### config.mk
export PLATFORM = sky130hd
export DESIGN_NAME = ptb_test_ext_top
export DESIGN_NICKNAME = d
export VERILOG_FILES = /design/src/ptb_pkg.sv /design/src/ptb_tst_if.sv /design/src/ptb_bist_tx.sv /design/src/ptb_pattern_gen.sv /design/src/ptb_test_ext_top.sv
export SDC_FILE = /design/constraint.sdc
export NUM_CORES = 1
export LEC_CHECK = 0
export ABC_AREA = 0
export BUFFER_PORTS_ARGS = -buffer_cell sky130_fd_sc_hd__buf_2
export CORE_AREA = 2 2 124 126
export DETAILED_ROUTE_END_ITERATION = 10
export DIE_AREA = 0 0 126 128
export PLACE_DENSITY = 0.85
export SYNTH_ARGS = -nofsm -noshare
export SYNTH_HDL_FRONTEND = slang
export SYNTH_HIERARCHICAL = 1
export SYNTH_SLANG_ARGS = --single-unit
### constraint.sdc
create_clock -name sys_clk -period 4.5 [get_ports sys_clk]
set_input_delay 0.9 -clock sys_clk [delete_from_list [all_inputs] [get_ports sys_clk]]
set_output_delay 0.9 -clock sys_clk [all_outputs]
set_load 0.05 [all_outputs]
### src/ptb_pkg.sv
// Package: register map, field layout and timing of the test extension block
package ptb_pkg;
  localparam int CLK_MHZ = 200;
  localparam int CLK_NS = 5;
  localparam logic [7:0] IDX_PRIM = 8'h19;
  localparam logic [7:0] IDX_TEN = 8'h1A;
  localparam logic [7:0] IDX_EXT = 8'h1B;
  localparam logic [7:0] IDX_GC2 = 8'h1C;
  localparam int PRIM_START_BIT = 15;
  localparam int TEN_JAB_BIT = 0;
  localparam int EXT_CONT_BIT = 5;
  localparam int EXT_PEN_BIT = 4;
  localparam int EXT_GAP_BIT = 2;
  localparam int EXT_SEL_LSB = 0;
  localparam int GC2_SRST_BIT = 9;
  localparam logic [15:0] PRIM_WR_MASK = 16'h8000;
  localparam logic [15:0] TEN_WR_MASK = 16'h0001;
  localparam logic [15:0] EXT_WR_MASK = 16'h00FF;
  localparam logic [15:0] GC2_RD_MASK = 16'h0200;
  localparam logic [1:0] RESP_OKAY = 2'h0;
  localparam logic [1:0] RESP_SLVERR = 2'h2;
  localparam int GAP_LONG_US = 15;
  localparam int GAP_SHORT_US = 10;
  localparam int GAP_LONG_CYC = GAP_LONG_US * CLK_MHZ;
  localparam int GAP_SHORT_CYC = GAP_SHORT_US * CLK_MHZ;
  localparam int BIT_NS = 100;
  localparam int HALF_CYC = BIT_NS / (2 * CLK_NS);
  localparam logic [1:0] PAT_END_PACKET_TYPE0 = 2'h0;
  localparam logic [1:0] PAT_END_PACKET_TYPE1 = 2'h1;
  localparam logic [1:0] PAT_NLP = 2'h2;
  localparam logic [1:0] PAT_TONE = 2'h3;
  localparam int END_PACKET_TYPE0_HALVES = 4;
  localparam int END_PACKET_TYPE1_HALVES = 6;
  localparam int NLP_HALVES = 2;
  localparam logic [8:0] LFSR_SEED = 9'h1FF;

  function automatic logic [8:0] lfsr_step(input logic [8:0] v);
    lfsr_step = {v[7:0], v[8] ^ v[4]};
  endfunction
endpackage

### src/ptb_tst_if.sv
// Interface: controls from the register file to the two test generators
interface ptb_tst_if;
  logic srst;
  logic pen;
  logic [1:0] psel;
  logic gap;
  logic p_drive;
  logic p_level;
  logic run;
  logic cont;
  logic tx_en;
  logic [3:0] tx_nib;
  modport ctl (output srst, pen, psel, gap, run, cont, input p_drive, p_level, tx_en, tx_nib);
  modport pat (input srst, pen, psel, gap, output p_drive, p_level);
  modport bist (input srst, run, cont, output tx_en, tx_nib);
endinterface

### src/ptb_bist_tx.sv
// Self-test transmitter: pseudo-random nibble packets, gapless in continuous mode
module ptb_bist_tx
  import ptb_pkg::*;
#(
  parameter int PKT_NIBBLES = 128,
  parameter int IPG_NIBBLES = 24,
  parameter int NIB_DIV = 8
)(
  input wire logic sys_clk,
  input wire logic reset_n,
  ptb_tst_if.bist b
);
  typedef enum logic {BT_SEND, BT_GAP} ptb_bt_state_t;
  typedef struct packed {
    ptb_bt_state_t st;
    logic [7:0] div;
    logic [11:0] cnt;
    logic [8:0] lfsr;
    logic tx_en;
    logic [3:0] nib;
  } ptb_bt_t;
  ptb_bt_t s, n;
  logic ne;
  logic [8:0] nl;

  always_comb
  begin
    n = s;
    nl = s.lfsr;
    ne = (s.div == 8'(NIB_DIV - 1));
    n.div = ne ? 8'h00 : s.div + 8'h01;
    if (!b.run || b.srst)
    begin
      n = '0;
      n.lfsr = LFSR_SEED;
    end
    else if (ne)
    begin
      n.cnt = s.cnt + 12'h001;
      case (s.st)
        BT_SEND:
        begin
          for (int i = 0; i < 4; i++)
            nl = lfsr_step(nl);
          n.lfsr = nl;
          n.nib = s.lfsr[3:0];
          n.tx_en = 1'b1;
          if (s.cnt == 12'(PKT_NIBBLES - 1))
          begin
            n.cnt = 12'h000;
            n.st = b.cont ? BT_SEND : BT_GAP;
          end
        end
        BT_GAP:
        begin
          n.tx_en = 1'b0;
          if (s.cnt == 12'(IPG_NIBBLES - 1))
          begin
            n.cnt = 12'h000;
            n.st = BT_SEND;
          end
        end
        default: n = '0;
      endcase
    end
  end

  always_ff @(posedge sys_clk or negedge reset_n)
  begin
    if (!reset_n)
      s <= '0;
    else
      s <= n;
  end

  assign b.tx_en = s.tx_en;
  assign b.tx_nib = s.nib;
endmodule

### src/ptb_pattern_gen.sv
// Cable-driver test pattern generator with selectable gap between sequences
module ptb_pattern_gen
  import ptb_pkg::*;
#(
  parameter int DATA_HALVES = 128
)(
  input wire logic sys_clk,
  input wire logic reset_n,
  ptb_tst_if.pat p
);
  typedef enum logic [1:0] {PG_IDLE, PG_DATA, PG_EOP, PG_GAP} ptb_pg_state_t;
  typedef struct packed {
    ptb_pg_state_t st;
    logic [7:0] div;
    logic [7:0] hcnt;
    logic [11:0] tmr;
    logic ph;
    logic [8:0] lfsr;
    logic [1:0] sel;
    logic drive;
    logic level;
  } ptb_pg_t;
  localparam logic [11:0] TMR_LONG = 12'(GAP_LONG_CYC - 1);
  localparam logic [11:0] TMR_SHORT = 12'(GAP_SHORT_CYC - 1);
  ptb_pg_t s, n;
  logic he;
  logic [8:0] nl;
  logic [11:0] tload;

  always_comb
  begin
    n = s;
    nl = lfsr_step(s.lfsr);
    tload = p.gap ? TMR_LONG : TMR_SHORT;
    he = (s.div == 8'(HALF_CYC - 1));
    n.div = he ? 8'h00 : s.div + 8'h01;
    // Disabled leaves the driver path to normal traffic
    if (!p.pen || p.srst)
      n = '0;
    else
      case (s.st)
        PG_IDLE:
        begin
          n.st = PG_DATA;
          n.sel = p.psel;
          n.hcnt = 8'h00;
          n.ph = 1'b0;
          n.div = 8'h00;
          n.lfsr = LFSR_SEED;
          n.drive = 1'b1;
          n.level = (p.psel == PAT_NLP);
        end
        PG_DATA:
          if (he)
          begin
            n.ph = ~s.ph;
            n.hcnt = s.hcnt + 8'h01;
            case (s.sel)
              PAT_TONE: n.level = ~s.ph;
              PAT_NLP:
                if (s.hcnt == 8'(NLP_HALVES - 1))
                begin
                  n.st = PG_GAP;
                  n.drive = 1'b0;
                  n.level = 1'b0;
                  n.tmr = tload;
                end
              default:
              begin
                if (s.ph)
                begin
                  n.lfsr = nl;
                  n.level = ~nl[0];
                end
                else
                  n.level = s.lfsr[0];
                if (s.hcnt == 8'(DATA_HALVES - 1))
                begin
                  n.st = PG_EOP;
                  n.hcnt = 8'h00;
                  n.level = 1'b1;
                end
              end
            endcase
          end
        PG_EOP:
          if (he)
          begin
            n.hcnt = s.hcnt + 8'h01;
            if (s.hcnt == 8'((s.sel == PAT_END_PACKET_TYPE1) ? END_PACKET_TYPE1_HALVES - 1 : END_PACKET_TYPE0_HALVES - 1))
            begin
              n.st = PG_GAP;
              n.drive = 1'b0;
              n.level = 1'b0;
              n.tmr = tload;
            end
          end
        PG_GAP:
        begin
          n.tmr = s.tmr - 12'h001;
          if (s.tmr == 12'h000)
            n.st = PG_IDLE;
        end
        default: n = '0;
      endcase
  end

  always_ff @(posedge sys_clk or negedge reset_n)
  begin
    if (!reset_n)
      s <= '0;
    else
      s <= n;
  end

  assign p.p_drive = s.drive;
  assign p.p_level = s.level;
endmodule

### src/ptb_test_ext_top.sv
// Top: AXI4-Lite register file, self-test error counter and soft reset
// Operation
// - While self-test runs, each errored received nibble bumps the count in bits 15:8.
// - Starting self-test again clears the error count to zero.
// - The error count sticks at its maximum instead of wrapping.
// - Continuous bit 5 makes the self-test transmitter send random data with no gaps.
// - Continuous mode only acts together with the start bit in the primary control register.
// - Bit 4 enables the cable-driver test pattern, and resets to zero.
// - Bit 2 picks a 15 us gap when set and a 10 us gap when clear.
// - Bits 1:0 pick end type 0, end type 1, link pulses or the tone that toggles every half bit.
// - Writing bit 9 restarts the device logic and zeroes the error count but keeps the control registers, then clears.
// - Second control register bits 15:10 and 8:0 ignore writes and read zero.
module ptb_test_ext_top
  import ptb_pkg::*;
#(
  parameter int ADDR_W = 12,
  parameter int SRST_CYC = 16,
  parameter int PKT_NIBBLES = 128,
  parameter int IPG_NIBBLES = 24,
  parameter int NIB_DIV = 8,
  parameter int DATA_HALVES = 128
)(
  input wire logic sys_clk,
  input wire logic reset_n,
  input wire logic [ADDR_W-1:0] s_axi_awaddr,
  input wire logic s_axi_awvalid,
  output logic s_axi_awready,
  input wire logic [31:0] s_axi_wdata,
  input wire logic [3:0] s_axi_wstrb,
  input wire logic s_axi_wvalid,
  output logic s_axi_wready,
  output logic [1:0] s_axi_bresp,
  output logic s_axi_bvalid,
  input wire logic s_axi_bready,
  input wire logic [ADDR_W-1:0] s_axi_araddr,
  input wire logic s_axi_arvalid,
  output logic s_axi_arready,
  output logic [31:0] s_axi_rdata,
  output logic [1:0] s_axi_rresp,
  output logic s_axi_rvalid,
  input wire logic s_axi_rready,
  input wire logic rx_nib_err,
  output logic selftest_tx_en,
  output logic [3:0] selftest_tx_nib,
  output logic selftest_run,
  output logic driver_pattern_active,
  output logic driver_pattern_drive,
  output logic driver_pattern_level,
  output logic jabber_disable,
  output logic soft_reset_active
);
  typedef struct packed {
    logic aw_got;
    logic aw_ok;
    logic [7:0] aw_idx;
    logic w_got;
    logic [15:0] wdata;
    logic [1:0] wstrb;
    logic awready;
    logic wready;
    logic bvalid;
    logic [1:0] bresp;
    logic arready;
    logic rvalid;
    logic [7:0] r_idx;
    logic [15:0] rdata;
    logic [1:0] rresp;
    logic [15:0] prim;
    logic [15:0] ten;
    logic [7:0] ext;
    logic [7:0] cnt;
    logic [7:0] srst_cnt;
    logic srst;
    logic run;
    logic cont;
    logic pen;
  } ptb_top_t;

  ptb_top_t s, n;
  logic restart;
  ptb_tst_if tif ();

  ////////////////////////////////////////////////////////////////////////////
  // Decode helpers for the read and the write path

  function automatic logic reg_ok(input logic [ADDR_W-1:0] a);
    reg_ok = (a[ADDR_W-1:10] == '0) &&
      (a[9:2] inside {IDX_PRIM, IDX_TEN, IDX_EXT, IDX_GC2});
  endfunction

  function automatic logic [15:0] merge(input logic [15:0] o, input logic [15:0] d,
    input logic [15:0] m, input logic [1:0] b);
    logic [15:0] be;
    be = {{8{b[1]}}, {8{b[0]}}} & m;
    merge = (o & ~be) | (d & be);
  endfunction

  function automatic logic [15:0] rd_mux(input ptb_top_t v, input logic [7:0] i);
    case (i)
      IDX_PRIM: rd_mux = v.prim;
      IDX_TEN: rd_mux = v.ten;
      IDX_EXT: rd_mux = {v.cnt, v.ext};
      IDX_GC2: rd_mux = GC2_RD_MASK & {6'h00, v.srst, 9'h000};
      default: rd_mux = 16'h0000;
    endcase
  endfunction

  ////////////////////////////////////////////////////////////////////////////
  // Next state

  always_comb
  begin
    n = s;
    restart = 1'b0;
    // Write address and data may arrive in either order
    if (s_axi_awvalid && s.awready)
    begin
      n.aw_got = 1'b1;
      n.aw_ok = reg_ok(s_axi_awaddr);
      n.aw_idx = s_axi_awaddr[9:2];
    end
    if (s_axi_wvalid && s.wready)
    begin
      n.w_got = 1'b1;
      n.wdata = s_axi_wdata[15:0];
      n.wstrb = s_axi_wstrb[1:0];
    end
    if (s.bvalid && s_axi_bready)
      n.bvalid = 1'b0;
    // Soft reset counts down; a new write below reloads it
    if (s.srst_cnt != 8'h00)
      n.srst_cnt = s.srst_cnt - 8'h01;
    if (s.aw_got && s.w_got && !s.bvalid)
    begin
      n.aw_got = 1'b0;
      n.w_got = 1'b0;
      n.bvalid = 1'b1;
      n.bresp = s.aw_ok ? RESP_OKAY : RESP_SLVERR;
      if (s.aw_ok)
        case (s.aw_idx)
          IDX_PRIM: n.prim = merge(s.prim, s.wdata, PRIM_WR_MASK, s.wstrb);
          IDX_TEN: n.ten = merge(s.ten, s.wdata, TEN_WR_MASK, s.wstrb);
          IDX_EXT: n.ext = 8'(merge({8'h00, s.ext}, s.wdata, EXT_WR_MASK, s.wstrb));
          IDX_GC2:
            if (s.wstrb[1] && s.wdata[GC2_SRST_BIT])
              n.srst_cnt = 8'(SRST_CYC);
          default: n.bresp = RESP_SLVERR;
        endcase
    end
    n.srst = (n.srst_cnt != 8'h00);
    n.awready = !n.aw_got && !n.bvalid;
    n.wready = !n.w_got && !n.bvalid;

    // Read: one outstanding, answered the cycle after the address is taken
    if (s.rvalid && s_axi_rready)
      n.rvalid = 1'b0;
    if (s_axi_arvalid && s.arready)
    begin
      n.rvalid = 1'b1;
      n.r_idx = s_axi_araddr[9:2];
      n.rdata = reg_ok(s_axi_araddr) ? rd_mux(s, s_axi_araddr[9:2]) : 16'h0000;
      n.rresp = reg_ok(s_axi_araddr) ? RESP_OKAY : RESP_SLVERR;
    end
    n.arready = !n.rvalid;

    // Soft reset halts the generators and clears the error count but leaves the control registers intact
    n.run = n.prim[PRIM_START_BIT] && !n.srst;
    n.cont = n.ext[EXT_CONT_BIT] && n.run;
    n.pen = n.ext[EXT_PEN_BIT] && !n.srst;
    restart = n.run && !s.run;
    if (restart || s.srst)
      n.cnt = 8'h00;
    else if (s.run && rx_nib_err && s.cnt != 8'hFF)
      n.cnt = s.cnt + 8'h01;
  end

  always_ff @(posedge sys_clk or negedge reset_n)
  begin
    if (!reset_n)
      s <= '0;
    else
      s <= n;
  end

  ////////////////////////////////////////////////////////////////////////////
  // Generators

  assign tif.srst = s.srst;
  assign tif.pen = s.pen;
  assign tif.psel = s.ext[EXT_SEL_LSB +: 2];
  assign tif.gap = s.ext[EXT_GAP_BIT];
  assign tif.run = s.run;
  assign tif.cont = s.cont;

  ptb_bist_tx #(
    .PKT_NIBBLES(PKT_NIBBLES),
    .IPG_NIBBLES(IPG_NIBBLES),
    .NIB_DIV(NIB_DIV)
  ) u_bist (
    .sys_clk(sys_clk),
    .reset_n(reset_n),
    .b(tif.bist)
  );

  ptb_pattern_gen #(
    .DATA_HALVES(DATA_HALVES)
  ) u_pat (
    .sys_clk(sys_clk),
    .reset_n(reset_n),
    .p(tif.pat)
  );

  ////////////////////////////////////////////////////////////////////////////
  // Outputs

  assign s_axi_awready = s.awready;
  assign s_axi_wready = s.wready;
  assign s_axi_bresp = s.bresp;
  assign s_axi_bvalid = s.bvalid;
  assign s_axi_arready = s.arready;
  assign s_axi_rdata = {16'h0000, s.rdata};
  assign s_axi_rresp = s.rresp;
  assign s_axi_rvalid = s.rvalid;
  assign selftest_tx_en = tif.tx_en;
  assign selftest_tx_nib = tif.tx_nib;
  assign selftest_run = s.run;
  assign driver_pattern_active = s.pen;
  assign driver_pattern_drive = tif.p_drive;
  assign driver_pattern_level = tif.p_level;
  // Jabber logic lives elsewhere; software must set this before 10 Mb/s continuous use
  assign jabber_disable = s.ten[TEN_JAB_BIT];
  assign soft_reset_active = s.srst;
endmodule

==> impl_results.md, run 1 <==
- Outcome: finished clean
- Drt drc: 0
- Remaining max-slew budget at the tightest pin: 0.355
- Final WL: 16300 microns
- Maximum fanout count along the critical path: 16
- Number of enable flip-flop cells after synthesis: 0
- Worst path arrival time: 2.87 ns
- Quantity of hold-fixing buffers added after cts: 0
- Logic depth of the worst register-to-register path: 7
- Number of buffers and inverters on the critical path: 2
- Via total after detailed routing: 6037
- Number of standard cells after synthesis: 781
- Most used cell along the critical path: buf_4
- Setup-failing EPs final: 0
- Post-CTS setup repair buffer count: 0
- Full die area: 16100 sq um
- Antenna-violating nets left: 0
- Starting DRT DRC Count: 512
- Final worst path period share: 0.569
- DPL Wire Length: 11000 microns
- Root buffer selected by CTS: clkbuf_16
- Area of the mapped netlist: 8000 sq um
- Syn_area_per_cell: 10.2 sq um
- Slack of the worst reg-to-reg path: 1.94 ns
- Max Freq: 0.390 GHz
- Top FF cell, synth: dfrtp_1
- Chain of cells forming the critical path: nor2b_1, buf_4, nand2_1, a41oi_1, buf_4, or3_4, mux2_2
- TritonCTS clock tree: done
- Slowest stage delay, CP: 0.56 ns
- Gates resized, CTS repair: 0
- Register area: 3880 sq um
- Total number of cells along the worst setup path: 7
- Adder-Cell Fraction of Synth Area: 0.0219
- Number of global-route vias before repair: 5889
- Number of buffers inserted by port buffering: 73
- Share of async-settable or async-resettable flops after synthesis: 1.00
- Launching element of the worst setup path: soft_reset_active
- Maximum level of the CTS H-tree: 4
- Clock latency on the worst-skew pair: 0.43 ns
- Share of cells above drive strength 1: 0.193
- Leftover overflow at the end of global routing: 0
- Portion of synthesized cell area occupied by the leading cell type: 0.485
- Routed length per placed instance: 15.8 microns
- Cell family with the largest share of critical-path delay: simple AND/OR/NAND/NOR gates
- Leakage: 4.02 nW
- Crit Path Class: reg -> reg
- Fraction of synthesized cell area in xor and xnor cells: 0.0350
- Compound-gate portion of the synthesized area: 0.131
- Via density per instance: 5.84
- Synth Warn #: 6
- Most common cell in the synthesized netlist: dfrtp_1
- Die Y: 128 microns
- Antenna diodes: 0
- TritonCTS Sinks: 155
- Number of fill cells: 1220
- Final hold vios: 0
- Worst Tran Pin Value: 0.959 ns
- Post-synth cell types: 70
- Type of element launching the critical path: flop
- Max Slew Vio Count: 0
- Num CTS Buffers: 17
- Count of nets after finishing: 915
- Number of synthesized register bits: 155
- Std-Cell Core Area: 14900 sq um
- Reg clk slew, reported paths: 0.06 ns
- End point of the critical path: u_pat/s[15]
- Number of maximum-capacitance constraint violations: 0
- Worst flop-to-flop path endpoint: u_pat/s[15]
- Number of antenna violations at the first check in global routing: 0
- IO Pins: 120
- Die span in x: 126 microns
- Area used by multi-input combinational logic: 3670 sq um
- CP max stage cell: dfrtp_1
- First-pass GRT wire length: 28100 microns
- Synthesis-to-finish area growth: 11.3%
- Sequential element share of the synthesized area: 0.485
- Area fraction in and, or, nand and nor cells after synthesis: 0.193
- Clock skew: 0.00583 ns
- Final critical delay including setup and external delays: 2.56 ns
- Kind of end point of the critical path: flop
- All-layer global routing usage: 0.213
- Unrepaired setup endpoints after global routing: no
- Pin count of the biggest net entering global routing: 102
- Cell types with the largest area share after synthesis: dfrtp_1, mux2_2, buf_4, nand2_1, nor2_1
- Final Worst Setup Slack: 1.94 ns
- Iteration count of the initial detailed-routing pass: 5
- Total number of placement rows: 45
- Setup TNS: 0 ns
- Worst reg2reg path startpoint: soft_reset_active
- Worst-case clock buffer depth: 2
- Required arrival time at the worst endpoint: 4.81 ns
- Worst supply voltage drop on vdd: 0.000499 V
- Worst slack at placement: 1.67 ns
- Cell area power density: 410 nW/um^2
- Most instantiated cells after synthesis: dfrtp_1, nand2_1, nor2_1
- Biggest area consumer among synthesized cells: dfrtp_1
- Hold Crit Class: reg -> reg
- Main combinational cell family by area after synthesis: simple AND/OR/NAND/NOR gates
- RePlAce Congestion: 0.876
- Initial cell density of the core: 0.538
- Mux contribution to synthesized area: 0.0688
-- cell families (layout without fill, tap and decap cells) --
logic type               Yosys count  count (layout)
AND/OR/NAND/NOR                  284             284
multiplexers                      50              50
AO/OA/AOI/OAI                    150             150
other                              1              18
XOR/XNOR                          32              32
buffers and inverters             95             142
flip-flops                       155             155
adder cells (fa/ha/maj)           14              14
-- placed cells by master (no fill, tap or decap), types with 5 or more instances in the layout --
| cell | count |
|---|---|
| or2_2 | 6 |
| nand4_1 | 9 |
| xor2_1 | 12 |
| buf_2 | 72 |
| dfrtp_1 | 155 |
| nand2b_1 | 5 |
| a22o_1 | 13 |
| a31oi_1 | 9 |
| xnor2_1 | 20 |
| nor2_1 | 65 |
| o31ai_1 | 13 |
| conb_1 | 18 |
| nor4_1 | 9 |
| clkbuf_16 | 17 |
| inv_1 | 29 |
| o211ai_1 | 5 |
| nand3_1 | 26 |
| and3_1 | 9 |
| or3_1 | 6 |
| mux2i_1 | 16 |
| buf_4 | 8 |
| mux2_2 | 32 |
| o41ai_1 | 11 |
| nor3_1 | 26 |
| nor3b_1 | 7 |
| nand2_1 | 67 |
| nor2b_1 | 13 |
| o21ai_0 | 33 |
| ha_1 | 14 |
| a21oi_1 | 28 |
-- registers in the layout, indices dropped and copies added, names as in the netlist, 4 cells and up, named ones only --
signal / count
s: 42
u_pat/nl: 8
u_bist/s: 30
u_pat/s: 34
s_axi_rdata: 16
u_bist/b.tx_nib: 4
-- where the power goes --
group,leakage (nW),internal (W),switching [W]
Sequential,2.03,0.00156,0.000154
Clock,0.278,0.000807,0.000558
Combinational,1.71,0.000240,0.000336
Total,4.02,0.00260,0.00105
-- through the flow --
stage | total power (W) | hold WS (ns) | cells | util | instance area [sq um]
6_report | 0.00365 | 0.480 | 1033 | 0.599 | 8900
5_1_grt | 0.00382 | 0.494 | 1033 | 0.599 | 8900
4_1_cts | 0.00367 | 0.473 | 1033 | 0.599 | 8900
3_5_place_dp | 0.00230 | 0.461 | 1002 | 0.561 | 8340
3_3_place_gp | 0.00227 | 0.444 | 1002 | 0.561 | 8340
2_1_floorplan | 0.00216 | 0.425 | 798 | - | 8070
-- layer usage --
layer  up-vias  share of wire  track usage
met4         0          0.022       0.0821
met3        33          0.059       0.0568
li1       2867              -            -
met5         -              0            0
met1      2954           0.45        0.290
met2       183           0.47        0.329
-- cell type report --
type                            instances  share of cell area
Timing Repair Buffer                   82              0.0507
Sequential cell                       155               0.436
Inverter                               29              0.0122
Clock inverter                          8             0.00942
Clock buffer                           23              0.0537
Tap cell                              188              0.0264
Multi-Input combinational cell        548               0.412
-- worst min-delay path by stage --
| stage | from | end | slack [ns] | cells past startpoint |
|---|---|---|---|---|
| 3_5_place_dp | s_axi_bresp[1] | s_axi_bresp[1] | 0.46 | 2 |
| 5_1_grt | u_bist/s[26] | u_bist/s[26] | 0.49 | 1 |
| 3_3_place_gp | u_bist/s[26] | u_bist/s[26] | 0.44 | 1 |
| 2_1_floorplan | u_bist/s[26] | u_bist/s[26] | 0.43 | 1 |
| 4_1_cts | u_bist/s[26] | u_bist/s[26] | 0.47 | 1 |
| 6_report | u_bist/s[26] | u_bist/s[26] | 0.48 | 1 |
(Power assumes the default switching activity.)
==> inputs of run 2 (changes only) <==
ABC_AREA = 1   (was 0)
CORE_AREA = 2 2 131 133   (was 2 2 124 126)
DIE_AREA = 0 0 133 135   (was 0 0 126 128)
clock period = 2.2 ns   (was 4.5 ns; I/O delays follow)
==> impl_results.md, run 2 <==
- Launching element of the worst setup path: s[4]
- Required arrival time at the worst endpoint: 2.52 ns
- Worst path arrival time: 2.22 ns
- Max Slew Vio Count: 0
- Num CTS Buffers: 17
- Syn_area_per_cell: 8.01 sq um
- Fraction of synthesized cell area in xor and xnor cells: 0.0163
- Sequential element share of the synthesized area: 0.452
- First-pass GRT wire length: 29800 microns
- Routed length per placed instance: 12.9 microns
- Kind of end point of the critical path: flop
- Std-Cell Core Area: 16400 sq um
- Number of enable flip-flop cells after synthesis: 0
- Drt drc: 0
- Gates resized, CTS repair: 0
- Portion of synthesized cell area occupied by the leading cell type: 0.452
- Type of element launching the critical path: flop
- Overall power consumption: 0.00763 W
- RePlAce Congestion: 0.898
- Antenna diodes: 0
- Synthesis-to-finish area growth: 11.4%
- Register area: 3880 sq um
- Maximum fanout count along the critical path: 8
- Share of cells above drive strength 1: 0.185
- TritonCTS clock tree: done
- Number of maximum-capacitance constraint violations: 0
- Clock latency on the worst-skew pair: 0.43 ns
- Hold Crit Class: in -> reg
- Biggest area consumer among synthesized cells: dfrtp_1
- Worst Tran Pin Value: 0.538 ns
- Root buffer selected by CTS: clkbuf_16
- Number of buffers inserted by port buffering: 73
- Most common cell in the synthesized netlist: nand2_1
- Area used by multi-input combinational logic: 3860 sq um
- Number of standard cells after synthesis: 1072
- Via density per instance: 5.12
- Commonest non-fill, non-tap cell in the layout: nand2_1
- Die Y: 135 microns
- Unrepaired setup endpoints after global routing: no
- Number of synthesized register bits: 155
- Pin count of the biggest net entering global routing: 56
- Final critical delay including setup and external delays: 1.90 ns
- Max Freq: 0.525 GHz
- Main combinational cell family by area after synthesis: simple AND/OR/NAND/NOR gates
- Compound-gate portion of the synthesized area: 0.0940
- Number of antenna violations at the first check in global routing: 0
- Adder-Cell Fraction of Synth Area: 0.0204
- Final WL: 17600 microns
- Number of global-route vias before repair: 6499
- Highest-count cells in the layout ignoring fill and taps: nand2_1, dfrtp_1, inv_1, nor2_1, buf_2
- Worst supply voltage drop on vdd: 0.000847 V
- Worst hold slack: 0.211 ns
- Clock skew: 0.00996 ns
- Mux contribution to synthesized area: 0.00364
- Placed cell area: 8980 sq um
- Flip-flop count of the largest register after layout: 42
- Most instantiated cells after synthesis: nand2_1, dfrtp_1, inv_1
- Final worst path period share: 0.866
- All-layer global routing usage: 0.204
- Cell area power density: 797 nW/um^2
- Post-synth cell types: 47
- Registers with the most flip-flops: s (42), u_pat/s (34), u_bist/s (30)
- Hold_sp: s_axi_wdata[4]
- Area of the mapped netlist: 8590 sq um
- Worst-case clock buffer depth: 2
- IO Pins: 120
- Via total after detailed routing: 7016
- Leftover overflow at the end of global routing: 0
- TritonCTS Sinks: 155
- Initial cell density of the core: 0.524
- Number of fill cells: 1357
- Iteration count of the initial detailed-routing pass: 5
- Final hold vios: 0
- Starting DRT DRC Count: 491
- Total number of placement rows: 47
- Maximum level of the CTS H-tree: 4
- Reg clk slew, reported paths: 0.06 ns
- Area fraction in and, or, nand and nor cells after synthesis: 0.307
- Crit Path Class: reg -> reg
- DPL Wire Length: 12600 microns
- Synth Warn #: 6
- Die span in x: 133 microns
- Full die area: 18000 sq um
- Final standard cell area without fillers: 9570 sq um
- Outcome: finished clean
- Register with the most flip-flops: s
- Setup-failing EPs final: 0
- Worst reg2reg path startpoint: s[4]
- Cell types with the largest area share after synthesis: dfrtp_1, nand2_1, inv_1, nor2_1, nand3_1
- Antenna-violating nets left: 0
- Share of async-settable or async-resettable flops after synthesis: 1.00
- Remaining max-slew budget at the tightest pin: 0.641
- Setup TNS: 0 ns
- Count of nets after finishing: 1218
- Leakage: 4.79 nW
- Top FF cell, synth: dfrtp_1
[run 2: what timing repair did]
item	CTS	global route
hold buffers	1	0
setup buffers	0	0
hold endpoints to repair	49	0
[run 2: final cells by class]
cell class,instances,share of cell area
clock inverters,12,0.0145
multi-input cells,742,0.403
inverters,137,0.0541
well taps,220,0.0288
repair buffers,83,0.0483
clock buffers,20,0.0456
flip-flops and latches,155,0.405
[run 2: final timing paths]
check,cells past startpoint,end,slack [ns]
min reg2reg,1,s_axi_arready,0.46
min in group asynchronous,2,u_pat/s[39],0.55
max reg2reg,11,s[16],0.30
max,11,s[16],0.30
min,3,s[99],0.21
max in group asynchronous,3,s_axi_rdata[7],0.97
[run 2: per-stage QoR]
stage | std cells | setup WS (ns) | utilization
final | 1369 | 0.295 | 0.583
after global routing | 1369 | 0.156 | 0.583
after CTS | 1369 | 0.275 | 0.583
after detailed placement | 1336 | 0.223 | 0.547
after global placement | 1336 | 0.351 | 0.547
after floorplan | 1089 | 0.380 | -
[run 2: cell families after synthesis]
| logic type | after synthesis |
|---|---|
| flip-flops | 155 |
| AND/OR/NAND/NOR | 551 |
| adder cells (fa/ha/maj) | 14 |
| AO/OA/AOI/OAI | 140 |
| buffers and inverters | 192 |
| multiplexers | 3 |
| XOR/XNOR | 16 |
| other | 1 |
[run 2: worst max-delay path, stage by stage, from the launching register on]
cell and delay [ns]:
dfrtp_1 0.37, inv_1 0.14, ha_1 0.30, nand2_4 0.10
nor2_4 0.14, nand2_1 0.07, nand3_1 0.14, nand2_2 0.08
nor2_4 0.12, nand4_4 0.12, nand2_4 0.16, nor2_2 0.05
[run 2: routing by layer]
| metal | vias up | part of all wire | global-route usage |
|---|---|---|---|
| met5 | - | 0 | 0 |
| met4 | 0 | 0.012 | 0.0711 |
| met3 | 21 | 0.053 | 0.0439 |
| met2 | 224 | 0.49 | 0.336 |
| met1 | 3278 | 0.45 | 0.267 |
| li1 | 3493 | - | - |
[run 2: power breakdown]
group / internal (W) / switching (W) / leakage [nW]
Sequential: 0.00315 / 0.000214 / 2.04
Combinational: 0.000405 / 0.000967 / 2.47
Clock: 0.00168 / 0.00120 / 0.273
==> inputs of run 3 (changes only) <==
ABC_AREA = not set   (was 1)
CORE_AREA = 2 2 128 130   (was 2 2 131 133)
DIE_AREA = 0 0 130 132   (was 0 0 133 135)
PLACE_DENSITY = 0.84   (was 0.85)
clock period = 1.5 ns   (was 2.2 ns; I/O delays follow)
==> impl_results.md, run 3 (synthesized netlist as in run 1, its figures left out) <==
- Non-Filler Instances: 1238
- Setup-failing EPs final: 104
- Worst path arrival time: 2.59 ns
- Synthesis-to-finish area growth: 40.0%
- Number of fill cells: 966
- Final Worst Setup Slack: -0.772 ns
- Max Freq: 0.440 GHz
- Cell family with the largest share of critical-path delay: simple AND/OR/NAND/NOR gates
- Antenna-violating nets left: 0
- Number of antenna violations at the first check in global routing: 0
- TritonCTS clock tree: done
- Die Y: 132 microns
- Type of element launching the critical path: flop
- TritonCTS Sinks: 155
- Max Slew Vio Count: 0
- Required arrival time at the worst endpoint: 1.81 ns
- Number of buffers inserted by port buffering: 73
- Register area: 3890 sq um
- Antenna diodes: 0
- Switching share of total power: 0.298
- Proportion of power drawn by flip-flops and latches: 0.423
- Register with the most flip-flops: s
- Worst supply voltage drop on vdd: 0.00136 V
- DPL Wire Length: 14400 microns
- Switching pwr: 0.00357 W
- Final critical delay including setup and external delays: 2.27 ns
- Flip-flop count of the largest register after layout: 42
- Worst-case clock buffer depth: 2
- Placed cell count: 1183
- Area used by multi-input combinational logic: 4430 sq um
- Setup TNS: -35.30 ns
- Via total after detailed routing: 7079
- Clock latency on the worst-skew pair: 0.43 ns
- All-layer global routing usage: 0.260
- Reg clk slew, reported paths: 0.06 ns
- Number of global-route vias before repair: 7210
- Final WL: 22700 microns
- Outcome: finished, violations left
- Cell area power density: 1070 nW/um^2
- Routed length per placed instance: 18.3 microns
- Number of buffers and inverters on the critical path: 2
- CP max stage cell: or4b_4
- Util after Layout: 0.713
- Registers with the most flip-flops: s (42), u_pat/s (34), u_bist/s (30)
- Hold Crit Class: in -> reg
- Initial cell density of the core: 0.509
- Num CTS Buffers: 17
- Share of cells above drive strength 1: 0.451
- Highest-count cells in the layout ignoring fill and taps: buf_4, dfrtp_1, buf_2, nor2_1, nand2_1
- Drt drc: 0
- Total number of placement rows: 46
- Crit Path Class: reg -> reg
- Kind of end point of the critical path: flop
- Fraction of power consumed by the clock network: 0.356
- Maximum level of the CTS H-tree: 4
- Full die area: 17200 sq um
- Cell-internal power: 0.00840 W
- Std-Cell Core Area: 15700 sq um
- Slowest stage delay, CP: 0.49 ns
- Starting DRT DRC Count: 659
- Pin count of the biggest net entering global routing: 38
- Unrepaired setup endpoints after global routing: yes
- Final hold vios: 0
- Leakage: 5.09 nW
- Count of nets after finishing: 1091
- Clock skew: 0.00953 ns
- Maximum fanout count along the critical path: 11
- Commonest non-fill, non-tap cell in the layout: buf_4
- RePlAce Congestion: 0.888
- Final worst path period share: 1.51
- Chain of cells forming the critical path: inv_1, ha_1, or4b_4, nor4_4, a211oi_1, buf_4, nor3_2, mux2_2
- Iteration count of the initial detailed-routing pass: 6
- Via density per instance: 5.72
- Die span in x: 130 microns
- First-pass GRT wire length: 35300 microns
- Comb pwr share: 0.222
- Leftover overflow at the end of global routing: 0
- Violations in the final reports: negative setup slack
- Number of maximum-capacitance constraint violations: 0
- Root buffer selected by CTS: clkbuf_16
- IO Pins: 120
## run 3: changes by cell type in the layout (fill, tap and decap cells not counted), moves of 12 or more
cell	change
a22o_1	+13
nand2_1	-221
xnor2_1	+15
buf_4	+144
buf_6	+29
mux2i_1	+12
nor2_1	-63
mux2_2	+23
nand3_1	-50
o21ai_0	-53
inv_1	-97
## run 3: per-stage QoR
stage                     area [sq um]  hold WS [ns]  setup slack (ns)  power (W)
after floorplan                   8410       0.00441            -0.711    0.00657
after global placement            9810         0.223            -0.684    0.00738
after detailed placement          9810         0.232            -0.720    0.00752
after CTS                        10900        0.0939            -0.725     0.0118
after global routing             11200        0.0896            -0.875     0.0124
final                            11200        0.0997            -0.772     0.0120
## run 3: power by group through the flow
stage | logic, W | registers (W) | clock network, W
6_report | 0.00265 | 0.00506 | 0.00426
5_1_grt | 0.00285 | 0.00511 | 0.00448
4_1_cts | 0.00254 | 0.00504 | 0.00426
3_5_place_dp | 0.00242 | 0.00510 | 0
3_3_place_gp | 0.00231 | 0.00507 | 0
2_1_floorplan | 0.00132 | 0.00525 | 0
## run 3: metal layers
layer  part of all wire  vias to the layer above  track usage
met5                  0                        -            0
met2               0.52                      284        0.439
met1               0.40                     3528        0.318
li1                   -                     3207            -
met4              0.029                        0       0.0980
met3              0.059                       60       0.0666
## run 3: layout make-up
type / instances / share of cell area
Clock inverter: 12 / 0.0112
Clock buffer: 20 / 0.0399
Timing Repair Buffer: 258 / 0.173
Multi-Input combinational cell: 548 / 0.395
Sequential cell: 155 / 0.347
Inverter: 29 / 0.00971
Tap cell: 216 / 0.0241
## run 3: worst paths after layout
check                                      to  cells past startpoint            from  slack, ns
setup / recovery              u_pat/p.p_drive                      8     u_pat/s[27]      -0.77
hold / removal                          s[93]                      2  s_axi_wstrb[0]        0.1
setup reg to reg              u_pat/p.p_drive                      8     u_pat/s[27]      -0.77
hold reg to reg                s_axi_rdata[0]                      1  s_axi_rdata[0]       0.49
max in group asynchronous         u_pat/s[28]                      3         reset_n       0.61
min in group asynchronous  u_bist/b.tx_nib[1]                      2         reset_n       0.36
## run 3: worst reg2reg max path, stage by stage, from the launching register on
cell      delay, ns
dfrtp_1        0.39
inv_1          0.07
ha_1           0.13
or4b_4         0.49
nor4_4         0.17
a211oi_1       0.13
buf_4          0.21
nor3_2         0.22
mux2_2         0.35
## run 3: repair_timing
| item | 4_1_cts | 5_1_grt |
|---|---|---|
| resized for setup | 96 | 70 |
| endpoints found under the setup margin | 106 | 108 |
| hold buffers | 1 | 0 |
| pin swaps | 31 | 28 |
| hold endpoints to repair | 29 | 0 |
| setup buffers | 14 | 12 |
| cloned | 4 | 0 |
